<file path="src/hdl/uarx_defines.svh">
`ifndef UARX_DEFINES_SVH
`define UARX_DEFINES_SVH

`define UARX_ADDR_W        8
`define UARX_OFF_DATA      8'h00
`define UARX_OFF_CSA       8'h04
`define UARX_OFF_CSB       8'h08
`define UARX_OFF_SHARED    8'h0C
`define UARX_OFF_BAUDL     8'h10

`define UARX_RESP_OKAY     2'h0
`define UARX_RESP_SLVERR   2'h2

`define UARX_CSA_RXC       7
`define UARX_CSA_FE        4
`define UARX_CSA_DOR       3
`define UARX_CSA_PE        2
`define UARX_CSA_DBL       1
`define UARX_CSA_MPF       0
`define UARX_CSB_RXEN      4
`define UARX_CSB_CSZ2      2
`define UARX_CSB_RX9       1
`define UARX_SHR_SEL       7
`define UARX_FC_PAR_HI     5
`define UARX_FC_PAR_LO     4
`define UARX_FC_TWO_STOP   3
`define UARX_FC_CSZ_HI     2
`define UARX_FC_CSZ_LO     1

`define UARX_RST_CSZ       3'h3
`define UARX_RST_BAUD      12'h000
`define UARX_RST_PAR       2'h0

`define UARX_SPB_NORM      5'h10
`define UARX_SPB_DBL       5'h08
`define UARX_VOTE_NORM     5'h08
`define UARX_VOTE_DBL      5'h04
`define UARX_NINE_BITS     4'h9

`define UARX_FIFO_DEPTH    2'h2

`endif

</file>
<file path="src/hdl/uarx_pkg.sv">
package uarx_pkg;
`include "uarx_defines.svh"

	typedef enum logic [1:0] {
		st_idle  = 2'b00,
		st_start = 2'b01,
		st_bits  = 2'b10
	} uarx_state_t;

	typedef struct packed {
		logic       pe;
		logic       fe;
		logic [8:0] data;
	} uarx_entry_t;

	function automatic logic uarx_maj3(input logic a, input logic b, input logic c);
		return (a & b) | (a & c) | (b & c);
	endfunction

	function automatic logic [3:0] uarx_data_bits(input logic [2:0] csz);
		case (csz)
			3'h0: return 4'h5;
			3'h1: return 4'h6;
			3'h2: return 4'h7;
			3'h7: return `UARX_NINE_BITS;
			default: return 4'h8;
		endcase
	endfunction

	function automatic logic uarx_mapped(input logic [`UARX_ADDR_W-1:0] addr);
		return (addr == `UARX_OFF_DATA) || (addr == `UARX_OFF_CSA) ||
			(addr == `UARX_OFF_CSB) || (addr == `UARX_OFF_SHARED) ||
			(addr == `UARX_OFF_BAUDL);
	endfunction

endpackage

</file>
<file path="src/hdl/uarx_fifo_if.sv">
`timescale 1ns/1ps
interface uarx_fifo_if;
	import uarx_pkg::*;
	logic        push;
	logic        pop;
	logic        flush;
	logic        full;
	logic        empty;
	uarx_entry_t push_entry;
	uarx_entry_t head;

	modport writer (output push, output pop, output flush, output push_entry,
		input full, input empty, input head);
	modport store (input push, input pop, input flush, input push_entry,
		output full, output empty, output head);
endinterface

</file>
<file path="src/hdl/uarx_fifo.sv">
`timescale 1ns/1ps
module uarx_fifo (
	// system
	input  wire logic   clock,
	input  wire logic   sys_rst,
	// buffer port
	uarx_fifo_if.store  bus
);
	import uarx_pkg::*;

	uarx_entry_t mem [2];
	logic        wr_ptr_ff;
	logic        rd_ptr_ff;
	logic [1:0]  cnt_ff;
	logic [1:0]  nxt_cnt;
	wire         do_push;
	wire         do_pop;

	// two-entry queue, error bits travel with their character
	assign do_push   = bus.push & ~bus.flush & (cnt_ff != `UARX_FIFO_DEPTH);
	assign do_pop    = bus.pop & ~bus.flush & (cnt_ff != 2'h0);
	assign nxt_cnt   = bus.flush ? 2'h0 : (cnt_ff + {1'b0, do_push} - {1'b0, do_pop});
	assign bus.full  = (cnt_ff == `UARX_FIFO_DEPTH);
	assign bus.empty = (cnt_ff == 2'h0);
	assign bus.head  = mem[rd_ptr_ff];

	always_ff @(posedge clock) begin
		if (sys_rst || bus.flush) begin
			wr_ptr_ff <= 1'b0;
			rd_ptr_ff <= 1'b0;
			cnt_ff    <= 2'h0;
		end else begin
			wr_ptr_ff <= wr_ptr_ff ^ do_push;
			rd_ptr_ff <= rd_ptr_ff ^ do_pop;
			cnt_ff    <= nxt_cnt;
		end
	end

	// data storage needs no reset; empty gates every use of it
	always_ff @(posedge clock) begin
		if (do_push) begin
			mem[wr_ptr_ff] <= bus.push_entry;
		end
	end
endmodule

</file>
<file path="src/hdl/uarx_top.sv">
// Decided for this implementation: the register offsets and the AXI4-Lite slave port.
`timescale 1ns/1ps
`include "uarx_defines.svh"
module uarx_top (
	// system
	input  wire logic                    clock,
	input  wire logic                    sys_rst,
	// serial line
	input  wire logic                    rx_serial_in,
	// axi4-lite write address
	input  wire logic [`UARX_ADDR_W-1:0] s_axi_awaddr,
	input  wire logic                    s_axi_awvalid,
	output logic                         s_axi_awready,
	// axi4-lite write data
	input  wire logic [31:0]             s_axi_wdata,
	input  wire logic [3:0]              s_axi_wstrb,
	input  wire logic                    s_axi_wvalid,
	output logic                         s_axi_wready,
	// axi4-lite write response
	output logic [1:0]                   s_axi_bresp,
	output logic                         s_axi_bvalid,
	input  wire logic                    s_axi_bready,
	// axi4-lite read address
	input  wire logic [`UARX_ADDR_W-1:0] s_axi_araddr,
	input  wire logic                    s_axi_arvalid,
	output logic                         s_axi_arready,
	// axi4-lite read data
	output logic [31:0]                  s_axi_rdata,
	output logic [1:0]                   s_axi_rresp,
	output logic                         s_axi_rvalid,
	input  wire logic                    s_axi_rready,
	// settings shared with the transmitter
	output logic [2:0]                   char_size_field,
	output logic                         two_stop_select,
	output logic                         double_speed_select,
	output logic                         sample_tick
);
	import uarx_pkg::*;

	// bus slave state
	logic                    awready_ff;
	logic                    aw_full_ff;
	logic [`UARX_ADDR_W-1:0] awaddr_ff;
	logic                    wready_ff;
	logic                    w_full_ff;
	logic [7:0]              wdata_ff;
	logic                    wstrb0_ff;
	logic                    bvalid_ff;
	logic [1:0]              bresp_ff;
	logic                    arready_ff;
	logic                    rvalid_ff;
	logic [31:0]             rdata_ff;
	logic [1:0]              rresp_ff;
	logic                    shr_rd_ff;

	// configuration and status
	logic                    dbl_ff;
	logic                    mpf_ff;
	logic                    rxen_ff;
	logic [2:0]              csz_ff;
	logic                    two_stop_ff;
	logic [1:0]              par_mode_ff;
	logic [11:0]             baud_ff;
	logic                    dor_ff;

	// receiver state
	logic                    sync1_ff;
	logic                    sync2_ff;
	logic                    sync3_ff;
	logic                    level_ff;
	logic                    prev_ff;
	logic                    tick_ff;
	logic [11:0]             div_cnt_ff;
	uarx_state_t             state_ff;
	logic [4:0]              samp_ff;
	logic [3:0]              bit_ff;
	logic [1:0]              votes_ff;
	logic [8:0]              shift_ff;
	logic                    par_acc_ff;
	logic                    pe_ff;

	// next values
	uarx_state_t             nxt_state;
	logic [4:0]              nxt_samp;
	logic [3:0]              nxt_bit;
	logic [8:0]              nxt_shift;
	logic                    nxt_par_acc;
	logic                    nxt_pe;
	logic                    frame_done;
	wire                     nxt_aw_full;
	wire                     nxt_w_full;
	wire                     nxt_bvalid;
	wire                     nxt_rvalid;
	wire                     nxt_shr_rd;
	wire                     nxt_dor;
	wire                     nxt_level;

	uarx_fifo_if fifo_bus ();

	uarx_fifo u_fifo (
		.clock   (clock),
		.sys_rst (sys_rst),
		.bus     (fifo_bus.store)
	);

	// write path decode
	wire aw_take     = s_axi_awvalid & awready_ff;
	wire w_take      = s_axi_wvalid & wready_ff;
	wire wr_go       = aw_full_ff & w_full_ff & ~bvalid_ff;
	wire wr_en       = wr_go & wstrb0_ff;
	wire wr_csa      = wr_en & (awaddr_ff == `UARX_OFF_CSA);
	wire wr_csb      = wr_en & (awaddr_ff == `UARX_OFF_CSB);
	wire wr_shr      = wr_en & (awaddr_ff == `UARX_OFF_SHARED);
	wire wr_baudl    = wr_en & (awaddr_ff == `UARX_OFF_BAUDL);
	wire wr_fc       = wr_shr & wdata_ff[`UARX_SHR_SEL];
	wire wr_bh       = wr_shr & ~wdata_ff[`UARX_SHR_SEL];
	wire [1:0] wresp = uarx_mapped(awaddr_ff) ? `UARX_RESP_OKAY : `UARX_RESP_SLVERR;

	assign nxt_aw_full = aw_take | (aw_full_ff & ~wr_go);
	assign nxt_w_full  = w_take | (w_full_ff & ~wr_go);
	assign nxt_bvalid  = wr_go | (bvalid_ff & ~s_axi_bready);

	// read path decode
	wire rd_go       = s_axi_arvalid & arready_ff;
	wire rd_data     = rd_go & (s_axi_araddr == `UARX_OFF_DATA);
	wire rd_shr      = rd_go & (s_axi_araddr == `UARX_OFF_SHARED);
	wire [1:0] rresp = uarx_mapped(s_axi_araddr) ? `UARX_RESP_OKAY : `UARX_RESP_SLVERR;
	wire rx_complete_flag         = ~fifo_bus.empty;
	uarx_entry_t head;
	assign head      = fifo_bus.head;

	wire [7:0] csa_val = {rx_complete_flag, 2'b00, head.fe & rx_complete_flag, dor_ff, head.pe & rx_complete_flag, dbl_ff, mpf_ff};
	wire [7:0] csb_val = {3'b000, rxen_ff, 1'b0, csz_ff[2], head.data[8] & rx_complete_flag, 1'b0};
	wire [7:0] fc_val  = {1'b1, 1'b0, par_mode_ff, two_stop_ff, csz_ff[1:0], 1'b0};
	wire [7:0] bh_val  = {4'h0, baud_ff[11:8]};
	wire [7:0] dat_val = rx_complete_flag ? head.data[7:0] : 8'h00;
	// frame control only right after a read of the same location
	wire [7:0] shr_val = shr_rd_ff ? fc_val : bh_val;
	wire [7:0] rd_byte =
		(s_axi_araddr == `UARX_OFF_DATA)   ? dat_val :
		(s_axi_araddr == `UARX_OFF_CSA)    ? csa_val :
		(s_axi_araddr == `UARX_OFF_CSB)    ? csb_val :
		(s_axi_araddr == `UARX_OFF_SHARED) ? shr_val :
		(s_axi_araddr == `UARX_OFF_BAUDL)  ? baud_ff[7:0] : 8'h00;

	assign nxt_rvalid = rd_go | (rvalid_ff & ~s_axi_rready);
	// any other access in between breaks the timed sequence
	assign nxt_shr_rd = rd_go ? rd_shr : (wr_go ? 1'b0 : shr_rd_ff);

	always_ff @(posedge clock) begin
		if (sys_rst) begin
			awready_ff <= 1'b0;
			aw_full_ff <= 1'b0;
			wready_ff  <= 1'b0;
			w_full_ff  <= 1'b0;
			bvalid_ff  <= 1'b0;
			bresp_ff   <= `UARX_RESP_OKAY;
		end else begin
			awready_ff <= ~nxt_aw_full;
			aw_full_ff <= nxt_aw_full;
			wready_ff  <= ~nxt_w_full;
			w_full_ff  <= nxt_w_full;
			bvalid_ff  <= nxt_bvalid;
			bresp_ff   <= wr_go ? wresp : bresp_ff;
		end
	end

	always_ff @(posedge clock) begin
		if (sys_rst) begin
			awaddr_ff <= '0;
			wdata_ff  <= 8'h00;
			wstrb0_ff <= 1'b0;
		end else begin
			awaddr_ff <= aw_take ? s_axi_awaddr : awaddr_ff;
			wdata_ff  <= w_take ? s_axi_wdata[7:0] : wdata_ff;
			wstrb0_ff <= w_take ? s_axi_wstrb[0] : wstrb0_ff;
		end
	end

	always_ff @(posedge clock) begin
		if (sys_rst) begin
			arready_ff <= 1'b0;
			rvalid_ff  <= 1'b0;
			rdata_ff   <= 32'h0000_0000;
			rresp_ff   <= `UARX_RESP_OKAY;
			shr_rd_ff  <= 1'b0;
		end else begin
			arready_ff <= ~nxt_rvalid;
			rvalid_ff  <= nxt_rvalid;
			rdata_ff   <= rd_go ? {24'h00_0000, rd_byte} : rdata_ff;
			rresp_ff   <= rd_go ? rresp : rresp_ff;
			shr_rd_ff  <= nxt_shr_rd;
		end
	end

	// control registers
	always_ff @(posedge clock) begin
		if (sys_rst) begin
			dbl_ff      <= 1'b0;
			mpf_ff      <= 1'b0;
			rxen_ff     <= 1'b0;
			csz_ff      <= `UARX_RST_CSZ;
			two_stop_ff <= 1'b0;
			par_mode_ff <= `UARX_RST_PAR;
			baud_ff     <= `UARX_RST_BAUD;
		end else begin
			if (wr_csa) begin
				dbl_ff <= wdata_ff[`UARX_CSA_DBL];
				mpf_ff <= wdata_ff[`UARX_CSA_MPF];
			end
			if (wr_csb) begin
				rxen_ff   <= wdata_ff[`UARX_CSB_RXEN];
				csz_ff[2] <= wdata_ff[`UARX_CSB_CSZ2];
			end
			// select bit steers the shared write
			if (wr_fc) begin
				par_mode_ff <= wdata_ff[`UARX_FC_PAR_HI:`UARX_FC_PAR_LO];
				two_stop_ff <= wdata_ff[`UARX_FC_TWO_STOP];
				csz_ff[1:0] <= wdata_ff[`UARX_FC_CSZ_HI:`UARX_FC_CSZ_LO];
			end
			if (wr_bh) begin
				baud_ff[11:8] <= wdata_ff[3:0];
			end
			if (wr_baudl) begin
				baud_ff[7:0] <= wdata_ff;
			end
		end
	end

	// one size setting feeds both directions
	assign char_size_field     = csz_ff;
	assign two_stop_select     = two_stop_ff;
	assign double_speed_select = dbl_ff;
	assign sample_tick         = tick_ff;

	// sample clock: one tick every divisor+1 cycles, 16x or 8x baud
	always_ff @(posedge clock) begin
		if (sys_rst) begin
			div_cnt_ff <= 12'h000;
			tick_ff    <= 1'b0;
		end else begin
			div_cnt_ff <= (div_cnt_ff == 12'h000) ? baud_ff : (div_cnt_ff - 12'h001);
			tick_ff    <= (div_cnt_ff == 12'h000);
		end
	end

	// three-stage pin synchroniser, change taken when stages two and three agree
	assign nxt_level = (sync2_ff == sync3_ff) ? sync3_ff : level_ff;

	always_ff @(posedge clock) begin
		if (sys_rst) begin
			sync1_ff <= 1'b1;
			sync2_ff <= 1'b1;
			sync3_ff <= 1'b1;
			level_ff <= 1'b1;
			prev_ff  <= 1'b1;
		end else begin
			sync1_ff <= rx_serial_in;
			sync2_ff <= sync1_ff;
			sync3_ff <= sync2_ff;
			level_ff <= nxt_level;
			prev_ff  <= tick_ff ? level_ff : prev_ff;
		end
	end

	// bit timing
	wire [4:0] spb     = dbl_ff ? `UARX_SPB_DBL : `UARX_SPB_NORM;
	wire [4:0] vfirst  = dbl_ff ? `UARX_VOTE_DBL : `UARX_VOTE_NORM;
	wire       at_v0   = (samp_ff == vfirst);
	wire       at_v1   = (samp_ff == vfirst + 5'h01);
	wire       at_dec  = (samp_ff == vfirst + 5'h02);
	wire [4:0] samp_up = (samp_ff == spb) ? 5'h01 : (samp_ff + 5'h01);
	// two of three centre samples decide the bit
	wire       vote    = uarx_maj3(votes_ff[1], votes_ff[0], level_ff);

	// frame layout
	wire [3:0] nbits    = uarx_data_bits(csz_ff);
	wire       par_en   = par_mode_ff[1];
	wire [3:0] stop_pos = nbits + {3'b000, par_en};
	wire       is_data  = (bit_ff < nbits);
	wire       is_par   = par_en & (bit_ff == nbits);
	wire       is_stop  = (bit_ff == stop_pos);

	always_comb begin
		nxt_state   = state_ff;
		nxt_samp    = samp_ff;
		nxt_bit     = bit_ff;
		nxt_shift   = shift_ff;
		nxt_par_acc = par_acc_ff;
		nxt_pe      = pe_ff;
		frame_done  = 1'b0;
		if (!rxen_ff) begin
			nxt_state = st_idle;
		end else if (tick_ff) begin
			case (state_ff)
				st_idle: begin
					// high to low on the sample grid; this low is sample one
					if (prev_ff && !level_ff) begin
						nxt_state = st_start;
						nxt_samp  = 5'h01;
					end
				end
				st_start: begin
					nxt_samp = samp_up;
					// start check on the centre window
					if (at_dec) begin
						nxt_bit     = 4'h0;
						nxt_shift   = 9'h000;
						nxt_par_acc = 1'b0;
						nxt_pe      = 1'b0;
						// mostly high means a spike, wait for the next edge
						nxt_state   = vote ? st_idle : st_bits;
					end
				end
				st_bits: begin
					nxt_samp = samp_up;
					if (at_dec) begin
						nxt_bit = bit_ff + 4'h1;
						if (is_stop) begin
							// only the first stop bit is used
							frame_done = 1'b1;
							// idle right after the last vote sample
							nxt_state  = st_idle;
						end else if (is_data) begin
							nxt_shift[bit_ff] = vote;
							nxt_par_acc       = par_acc_ff ^ vote;
						end else if (is_par) begin
							nxt_pe = vote ^ par_acc_ff ^ par_mode_ff[0];
						end
					end
				end
				default: begin
					nxt_state = st_idle;
				end
			endcase
		end
	end

	always_ff @(posedge clock) begin
		if (sys_rst) begin
			state_ff   <= st_idle;
			samp_ff    <= 5'h00;
			bit_ff     <= 4'h0;
			shift_ff   <= 9'h000;
			par_acc_ff <= 1'b0;
			pe_ff      <= 1'b0;
		end else begin
			state_ff   <= nxt_state;
			samp_ff    <= nxt_samp;
			bit_ff     <= nxt_bit;
			shift_ff   <= nxt_shift;
			par_acc_ff <= nxt_par_acc;
			pe_ff      <= nxt_pe;
		end
	end

	// first two window samples held for the vote
	always_ff @(posedge clock) begin
		if (sys_rst) begin
			votes_ff <= 2'b11;
		end else if (tick_ff && (at_v0 || at_v1)) begin
			votes_ff <= {votes_ff[0], level_ff};
		end
	end

	// frame type: ninth bit for nine-bit frames, else first stop bit
	wire frame_type = (nbits == `UARX_NINE_BITS) ? shift_ff[8] : vote;
	// type one is an address and always passes the filter
	wire keep_frame = ~mpf_ff | frame_type;
	// data frames dropped while filtering
	wire want_push  = frame_done & keep_frame;
	// overrun is flagged at completion, the character itself is lost
	wire ovr_evt    = want_push & fifo_bus.full;

	assign fifo_bus.push            = want_push & ~fifo_bus.full;
	assign fifo_bus.push_entry.pe   = pe_ff;
	// zero stop bit marks frame error
	assign fifo_bus.push_entry.fe   = ~vote;
	assign fifo_bus.push_entry.data = shift_ff;
	// reading the data location advances the queue
	assign fifo_bus.pop             = rd_data;
	// disabling the receiver empties the queue
	assign fifo_bus.flush           = ~rxen_ff;

	// set wins over the clear by a data read
	assign nxt_dor = ovr_evt | (dor_ff & ~rd_data & rxen_ff);

	always_ff @(posedge clock) begin
		if (sys_rst) begin
			dor_ff <= 1'b0;
		end else begin
			dor_ff <= nxt_dor;
		end
	end

	assign s_axi_awready = awready_ff;
	assign s_axi_wready  = wready_ff;
	assign s_axi_bvalid  = bvalid_ff;
	assign s_axi_bresp   = bresp_ff;
	assign s_axi_arready = arready_ff;
	assign s_axi_rvalid  = rvalid_ff;
	assign s_axi_rdata   = rdata_ff;
	assign s_axi_rresp   = rresp_ff;
endmodule

</file>
<file path="config.mk">
export PLATFORM = sky130hd
export DESIGN_NAME = uarx_top
export DESIGN_NICKNAME = d
export VERILOG_FILES = /design/src/hdl/uarx_pkg.sv /design/src/hdl/uarx_fifo_if.sv /design/src/hdl/uarx_fifo.sv /design/src/hdl/uarx_top.sv
export VERILOG_INCLUDE_DIRS = /design/src /design/src/hdl
export SDC_FILE = /design/constraint.sdc
export NUM_CORES = 1
export LEC_CHECK = 0
export BUFFER_PORTS_ARGS = -buffer_cell sky130_fd_sc_hd__buf_2
export CORE_ASPECT_RATIO = 0.9
export CORE_MARGIN = 3
export CORE_UTILIZATION = 54
export CTS_CLUSTER_SIZE = 20
export DETAILED_ROUTE_END_ITERATION = 12
export GPL_ROUTABILITY_DRIVEN = 0
export PLACE_DENSITY = 0.77
export SYNTH_ARGS = -nofsm -noshare
export SYNTH_HDL_FRONTEND = slang
export SYNTH_SLANG_ARGS = --single-unit
</file>
<file path="constraint.sdc">
create_clock -name clock -period 4 [get_ports clock]
set_input_delay 1.2 -clock clock [delete_from_list [all_inputs] [get_ports clock]]
set_output_delay 1.2 -clock clock [all_outputs]
set_load 0.1 [all_outputs]
</file>
* After elaboration in Yosys (flattened, before gate mapping)
Memory sizes are Yosys's and may differ from the RTL's. A register that Yosys moved wholly into a read port is not among the register bits.
Index checks and enable logic that the tools add are counted.
** Storage, ports and cells
- Bits in registers :: 105
- Memories :: 1
- Bits in latches :: 0
- RAM bits :: 22
- Word-level logic and storage cells :: 230
- Input bits :: 60
- ROM bits :: 0
** Memory list
- u_fifo.mem :: words 2, width 11, rd ports 1, clocked after memory_dff 1, write ports 1, RTL line uarx_fifo.sv:11 : uarx_entry_t mem [2];
** Cells by class
- Multiply operators :: 0
- Bitwise operators :: 60
- Div/mod/pow operators :: 0
- $add $sub $neg :: 8
- Muxes and demuxes :: 54
- Reductions and logical operators :: 32
- Equality and inequality tests :: 31
- Magnitude comparators :: 3
- Shift operators :: 0
** Operator list (number)
- 8-bit 2-to-1 mux :: 7
- 9-bit 2-to-1 mux :: 4
- 1-bit bitwise AND :: 34
- 8-bit by 4-bit == test with 1-bit output (second input constant) :: 4
- 1-bit 2-to-1 mux :: 20
- 2-bit != test (second input constant) :: 9
- 9-bit case mux with 2 select lines :: 1
- 8-bit by 3-bit == test with 1-bit output (second input constant) :: 2
- 8-bit by 5-bit == test with 1-bit output (second input constant) :: 2
- 8-bit logical NOT :: 2
- 4-bit case mux with 4 select lines :: 1
- 5-bit == test :: 3
- 5-bit 2-to-1 mux :: 3
- 2-bit 2-to-1 mux :: 7
- 1-bit inverter :: 14
- 12-bit logical NOT :: 1
- 12-bit 2-to-1 mux :: 1
- 4-bit 2-to-1 mux :: 3
- 12-bit by 1-bit subtractor with 12-bit output (second input constant) :: 1
- 1-bit logical OR :: 10
- 5-bit case mux with 2 select lines :: 1
- 5-bit AND reduction :: 2
- 9-bit bitwise mux :: 1
- 4-bit == test :: 2
- 33 further kinds :: 53

* Depth between registers and ports, before layout
Gate-level depths: netlist of run 1.
- Word-level depth :: 15
- Depth in mapped cells :: 13
- Gate-level depth less buffers :: 12

* Hierarchy
Synthesis of run 1 repeated with hierarchy kept, for this count alone.
** Unflattened totals
- Cells, all modules :: 683
- Area total of the unflattened synthesis :: 6128.4 sq um
** By module, submodules not included
- uarx_top :: area each 5104.9 sq um, cells an instance 620, times used 1
- uarx_fifo :: area each 1023.5 sq um, cells an instance 63, times used 1

* Least setup slack after synthesis of run 1
Ideal clock, no wire load.
- Path kind :: flip-flop to flip-flop
- From :: register csz_ff[2], in the netlist char_size_field[2]
- To :: memory u_fifo.mem[0][0] (netlist bit), enable pin
- Clock period less this slack :: 3.741 ns
- Stages on the path, launching flop included :: 11
- Slack :: 0.259 ns
- Required time :: 3.651 ns
- Arrival time :: 3.392 ns
- Setup time :: 0.349 ns
- Path through :: dfxtp_1 -> nand3_1 -> o21ai_0 -> ha_1 -> ha_1 -> xor2_1 -> xnor2_1 -> o2111ai_2 -> buf_2 -> nor4_1 -> ha_1
** Between the ends
- Word-level cells in the longest chain between the ends :: 15
- Elaborated cells between the ends (all ways) :: 21
- Classes of those cells :: 1 x add/sub; 5 x eq/ne; 9 x mux; 5 x bitwise; 1 x reduce/logical
** RTL lines
- from (decl) :: RTL line uarx_top.sv:60 : logic [2:0] csz_ff;
- from (signal assigned) :: RTL line uarx_top.sv:202 : csz_ff <= `UARX_RST_CSZ;
- from (signal assigned) :: RTL line uarx_top.sv:213 : csz_ff[2] <= wdata_ff[`UARX_CSB_CSZ2];
- 3-bit == test, or another cell as far along :: RTL line uarx_pkg.sv:21 : case (csz)
- 4-bit case mux with 4 select lines (*) :: RTL line uarx_pkg.sv:21
- 4-bit by 1-bit adder with 4-bit output :: RTL line uarx_top.sv:279 : wire [3:0] stop_pos = nbits + {3'b000, par_en};
- 4-bit == test :: RTL line uarx_top.sv:282 : wire is_stop = (bit_ff == stop_pos);
- 1-bit 2-to-1 mux :: RTL line uarx_top.sv:319 : if (is_stop) begin
- 1-bit 2-to-1 mux :: RTL line uarx_top.sv:317 : if (at_dec) begin
- 1-bit 2-to-1 mux :: RTL line uarx_top.sv:295 : case (state_ff)
- 1-bit 2-to-1 mux :: RTL line uarx_top.sv:294 : end else if (tick_ff) begin
- 1-bit 2-to-1 mux :: RTL line uarx_top.sv:292 : if (!rxen_ff) begin
- 1-bit bitwise AND (*) :: RTL line uarx_top.sv:371 : wire want_push = frame_done & keep_frame;
- 1-bit bitwise AND (*) :: RTL line uarx_top.sv:375 : assign fifo_bus.push = want_push & ~fifo_bus.full;
- 1-bit bitwise AND (*) (2 in a row) :: RTL line uarx_fifo.sv:20 : assign do_push = bus.push & ~bus.flush & (cnt_ff != `UARX_FIFO_DEPTH);
- 1-bit 2-to-1 mux (*) :: RTL line uarx_fifo.sv:41 : if (do_push) begin
- 1-bit 2-to-1 mux (not written as such) (*) :: RTL line uarx_fifo.sv:42 : mem[wr_ptr_ff] <= bus.push_entry;
- to (decl) :: RTL line uarx_fifo.sv:11
Mark *: on every way between the ends. The rest lies on a longest branch, timed or not.

* Final worst setup path of run 1
- From :: register csz_ff[2], in the netlist char_size_field[2]
- To :: memory u_fifo.mem[1][6] (netlist bit), enable pin
Same word-level chain as after synthesis.

==> results_dict.tcl, run 1 <==
set metrics [dict create \
    status "completed" \
    dieArea_sq_um 12830 \
    ff2ff_setup_slack_ps 720 \
    min_period_ps 3283 \
    clock_latency_ps 410 \
    worst_setup_path_end_kind "flop" \
    ys.warnings.count 0 \
    slowest_delay_ps 600 \
    crit_required_ps 4050 \
    design_area_sq_um 7074 \
    synth_top_area_share_pct 33.18 \
    route.detailed.drc 0 \
    grtUsageTotal_pct 21.63 \
    syn_area_sq_um 6215 \
    synth-edff-count 22 \
    grt-ovfl-total 0 \
    cts_root_buffer "clkbuf_16" \
    viasPerCell 5.673 \
    ys_seq_elements 125 \
    dp_hpwl_mm 9.779 \
    tightest_slew_ps 896.1 \
    diodes 0 \
    synth-main-ff-cell "dfxtp_1" \
    worstHoldPathCells 1 \
    wl_mm 13.84 \
    hold_path_end "sync2_ff" \
    ant_nets 0 \
    grt_pass1_vias 4654 \
    vias 4930 \
    htreeDepth 4 \
    min_from "sync1_ff" \
    syn_inst 662 \
    peakVddDrop_v 0.0002447 \
    area_growth_syn_to_layout_pct 13.83 \
    cts_tree "built" \
    io_buffers 53 \
    ys_async_sr_fraction_pct 0 \
    grt_start_max_net_pins 92 \
    initial_core_util_pct 56.32 \
    finalSetupViolCount 0 \
    place_area_sq_um 6459 \
    power.leakage_uw 0.002849 \
    fin_crit_sh_pct 82.07 \
    die_y_um 107.8 \
    crit_buf_inv 0 \
    cp-start-kind "flop" \
    cts_buffers 17 \
    rows 36 \
    slew_viol_final 0 \
    fin_nets 787 \
    clk_pin_slew_ps 60 \
    synth_top_cells_by_count "dfxtp_1 (103), nor2_1 (59), nand2_1 (53)" \
    wl_per_cell_um 15.92 \
    max_freq_mhz 304.6 \
    grt_pass1_wl_mm 22.29 \
    antenna_found_initial 0 \
    crit_path_max_fanout 11 \
    drive_above_1_share_pct 15.76 \
    syn_area_per_cell_sq_um 9.388 \
    holdBufCountCts 0 \
    coreArea_sq_um 11040 \
    power.total_uw 3528 \
    initialDrtViolationCount 409 \
    critical_path.slowest_cell "ha_1" \
    reg2reg_to "u_fifo.mem[1][6]" \
    fin_cells 869 \
    ys_seq_area_share_pct 43.81 \
    crit_cells 9 \
    tns_ps 0 \
    clock_sinks 125 \
    synthDistinctLibCells 70 \
    utilization_pct 64.10 \
    reg2regPathDepth 9 \
    max_slew_margin_pct 40.26 \
    clockBufferDepth 2 \
    powerDensity_nw_per_um2 498.7 \
    post_cts_buffers 0 \
    pin_count 107 \
    die_w_um 119.1 \
    path_common_cell "ha_1" \
    cpLargestDelayFamily "adder cells" \
    fin_skew_ps 8.198 \
    critical_path_class "flop to flop" \
    r2r-start "char_size_field[2]" \
    synth_most_common_cell "dfxtp_1" \
    synth_top_cell_by_area "dfxtp_1" \
    synthTopCellsByArea "dfxtp_1 (33%), edfxtp_1 (11%), mux2i_1 (5.5%)" \
    drv_cap 0 \
    firstDrtPassIters 6 \
    hold_viol_final 0 \
    worstPathCellList "nand3_1 > o21ai_0 > ha_1 > ha_1 > xor2_1 > xnor2_1 > o2111ai_2 > nor4_1 > ha_1" \
    placed_cells 837 \
    rsz0062_at_grt "no" \
    crit_arrival_ps 3330 \
    hold_class "flop to flop" \
    cts_resized 0 \
]
## layout make-up
cell class | instances | area (sq um)
fill | 885 | 3961
timing repair buffer | 55 | 280.3
multi-input combinational | 483 | 3183
sequential | 125 | 2723
clock buffer | 18 | 450.4
inverter | 22 | 82.58
clock inverter | 14 | 165.2
tap | 152 | 190.2
## flip-flops by register name (all words and copies together) (netlist names), 2 cells and up
signal           cells
awaddr_ff            8
baud_ff             12
bit_ff               4
char_size_field      3
div_cnt_ff          12
par_mode_ff          2
s_axi_rdata          8
samp_ff              5
shift_ff             9
state_ff             2
u_fifo.cnt_ff        2
u_fifo.mem          22
votes_ff             2
wdata_ff             8
## worst max path at each step
stage | from | end | slack, ps
after floorplan | char_size_field[2] | u_fifo.mem[0][0] | 260
after global placement | s_axi_araddr[2] | u_fifo.cnt_ff[1] | 830
after detailed placement | s_axi_araddr[2] | u_fifo.cnt_ff[1] | 680
after CTS | char_size_field[2] | u_fifo.mem[1][9] | 710
after global routing | char_size_field[2] | u_fifo.mem[1][6] | 490
final | char_size_field[2] | u_fifo.mem[1][6] | 720
## logic make-up (layout without fill, tap and decap cells)
group	count (synthesis)	after routing	share of synthesized area, %
other	1	26	0.06034
and+or+nand+nor	251	251	22.55
xor gates and xnor gates	18	18	2.537
buffers and inverters	79	109	6.483
muxes	39	39	6.382
DFF	125	125	43.81
AOI/OAI and AO/OA	124	124	13.21
adders and majority gates	25	25	4.973
## through the flow
step,hold slack (ps),setup WS [ps]
2_1_floorplan,389.5,259.1
3_5_place_dp,394.9,675.3
3_3_place_gp,393.4,834.2
4_1_cts,407.8,709.8
6_report,407.4,717.1
5_1_grt,431.0,488.3
## placed cells by master (no fill, tap or decap), types with 9 or more instances in the layout
| cell | Yosys | final |
|---|---|---|
| a211oi_1 | 14 | 14 |
| a21oi_1 | 52 | 52 |
| a32oi_1 | 9 | 9 |
| buf_2 | 7 | 53 |
| clkbuf_16 | 0 | 18 |
| conb_1 | 1 | 26 |
| dfxtp_1 | 103 | 103 |
| edfxtp_1 | 22 | 22 |
| ha_1 | 23 | 23 |
| inv_1 | 22 | 22 |
| mux2i_1 | 34 | 34 |
| nand2_1 | 53 | 53 |
| nand2b_1 | 10 | 10 |
| nand3_1 | 32 | 32 |
| nand3b_1 | 19 | 19 |
| nor2_1 | 59 | 59 |
| nor2b_1 | 14 | 14 |
| o21ai_0 | 15 | 15 |
| xnor2_1 | 9 | 9 |
| xor2_1 | 9 | 9 |
## where the power goes
| part | switching (uW) | total [uW] | internal [uW] |
|---|---|---|---|
| clock | 564 | 1580 | 1010 |
| combinational | 377 | 541 | 164 |
| sequential | 65.1 | 1410 | 1340 |
## layer usage
layer / share of wire [%] / track usage [%]
met1: 45 / 27.68
met5: 0 / 0
met4: 0.88 / 5.624
met2: 49 / 36.22
met3: 5.4 / 5.938
## worst register-to-register path, stage by stage (launching register included)
cell and delay [ps]:
dfxtp_1 520, nand3_1 180, o21ai_0 170, ha_1 260
ha_1 180, xor2_1 180, xnor2_1 150, o2111ai_2 130
nor4_1 550, ha_1 600
No activity file was read; power rests on OpenSTA's default activity.
==> run 2, diff against run 1 <==
Clock period 4 ns to 3.3 ns, I/O delays scaled along.
==> results_dict.tcl, run 2 (synthesis gave the netlist of run 1 again) <==
set metrics [dict create \
    status "completed" \
    viasPerCell 5.703 \
    drv_cap 0 \
    rsz0062_at_grt "no" \
    rows 36 \
    dieArea_sq_um 12830 \
    switchingPower_uw 1196 \
    crit_arrival_ps 3280 \
    cts_buffers 17 \
    tns_ps 0 \
    clkPwrFrac_pct 47.3 \
    worst_hold_slack_ps 409.5 \
    worstPathCellList "nand3_1 > o21ai_0 > ha_1 > ha_1 > xor2_1 > xnor2_1 > o2111ai_2 > nor4_1 > ha_1 > xor2_1 > xnor2_1 > nor2_1" \
    diodes 0 \
    largest_reg_flops 22 \
    critical_path.slowest_cell "nor4_1" \
    grtUsageTotal_pct 22.71 \
    critical_path_class "flop to flop" \
    ant_nets 0 \
    dp_hpwl_mm 9.742 \
    max_slew_margin_pct 39.42 \
    peakVddDrop_v 0.0003410 \
    grt_start_max_net_pins 92 \
    die_y_um 107.8 \
    grt_pass1_vias 4616 \
    cpLargestDelayFamily "simple AND/OR/NAND/NOR gates" \
    pwr-share-comb_pct 14.6 \
    crit_path_max_fanout 9 \
    fin_ws_ps 320.5 \
    place_ws_ps 244.2 \
    top_regs "u_fifo.mem: 22 flops, baud_ff: 12 flops, div_cnt_ff: 12 flops" \
    holdBufCountCts 0 \
    htreeDepth 4 \
    min_period_ps 2979 \
    io_buffers 53 \
    utilization_pct 64.92 \
    cts_root_buffer "clkbuf_16" \
    hold_viol_final 0 \
    slew_viol_final 0 \
    vias 4967 \
    power.internal_uw 3283 \
    placed_cells 839 \
    fin_cells 871 \
    clock_sinks 125 \
    cp-start-kind "flop" \
    path_common_cell "ha_1" \
    fin_nets 789 \
    slowest_delay_ps 560 \
    die_w_um 119.1 \
    antenna_found_initial 0 \
    clockBufferDepth 2 \
    coreArea_sq_um 11040 \
    finalSetupViolCount 0 \
    regMostFlops "u_fifo.mem" \
    grt-ovfl-total 0 \
    final_cell_mix "dfxtp_1 (100), nor2_1 (59), nand2_1 (53), buf_2 (53), a21oi_1 (52)" \
    cts_tree "built" \
    wl_mm 14.14 \
    pin_count 107 \
    tightest_slew_ps 908.7 \
    final_common_cell "dfxtp_1" \
    area_growth_syn_to_layout_pct 15.28 \
    grt_pass1_wl_mm 23.09 \
    clock_latency_ps 410 \
    clk_pin_slew_ps 60 \
    max_freq_mhz 335.6 \
    crit_buf_inv 0 \
    firstDrtPassIters 7 \
    fin_crit_sh_pct 90.29 \
    crit_required_ps 3600 \
    drive_above_1_share_pct 16.55 \
    fin_skew_ps 5.825 \
    powerDensity_nw_per_um2 625.2 \
    initialDrtViolationCount 424 \
    route.detailed.drc 0 \
    worst_setup_path_end_kind "flop" \
    initial_core_util_pct 56.32 \
    power.leakage_uw 0.002880 \
    wl_per_cell_um 16.24 \
    p_seq_share_pct 38.1 \
    swShare_pct 26.70 \
    hold_class "flop to flop" \
]
==> run 2: cell count changes in the layout (fill, tap and decap cells not counted), sizes merged <==
cell    previous run  this run
buf               55        57
bufinv             3         6
clkbuf            18        21
clkinv             6         2
inv               24        22
==> run 2: routing by layer <==
layer / vias up / part of all wire, % / GRT usage [%] / wire [um]
met4: 0 / 1.4 / 6.782 / 201
li1: 2413 / - / - / -
met5: - / 0 / 0 / 0
met3: 21 / 6.6 / 6.516 / 930
met2: 192 / 49 / 37.35 / 6867
met1: 2341 / 43 / 29.10 / 6142
==> run 2: final cells by class <==
type,count,area (sq um)
clock inverter,11,212.7
clock buffer,21,461.7
timing repair buffer,57,295.3
sequential,125,2734
tap,152,190.2
multi-input combinational,483,3188
fill,862,3871
inverter,22,82.58
==> run 2: path summary, 6_finish.rpt <==
kind / end / cells past startpoint / start / slack, ps
max reg2reg: u_fifo.cnt_ff[1] / 12 / char_size_field[2] / 320
min: sync2_ff / 1 / sync1_ff / 410
max: u_fifo.cnt_ff[1] / 12 / char_size_field[2] / 320
min reg2reg: sync2_ff / 1 / sync1_ff / 410
==> run 2: power groups by stage <==
stage | registers (uW) | logic, uW | clock network (uW)
global route | 1710 | 715 | 2210
global placement | 1730 | 630 | 0
floorplan | 1770 | 524 | 0
CTS | 1700 | 652 | 2140
detailed placement | 1730 | 643 | 0
finish | 1700 | 654 | 2120
==> run 2: through the flow <==
stage | area (sq um) | power, uW
6_report | 7164 | 4479
5_1_grt | 7164 | 4636
3_5_place_dp | 6485 | 2375
2_1_floorplan | 6320 | 2292
3_3_place_gp | 6485 | 2359
4_1_cts | 7159 | 4494
==> run 2: what timing repair did <==
item	in CTS	in global routing
resized for setup	0	2
hold endpoints to repair	0	0
setup buffers	0	0
endpoints found under the setup margin	0	22
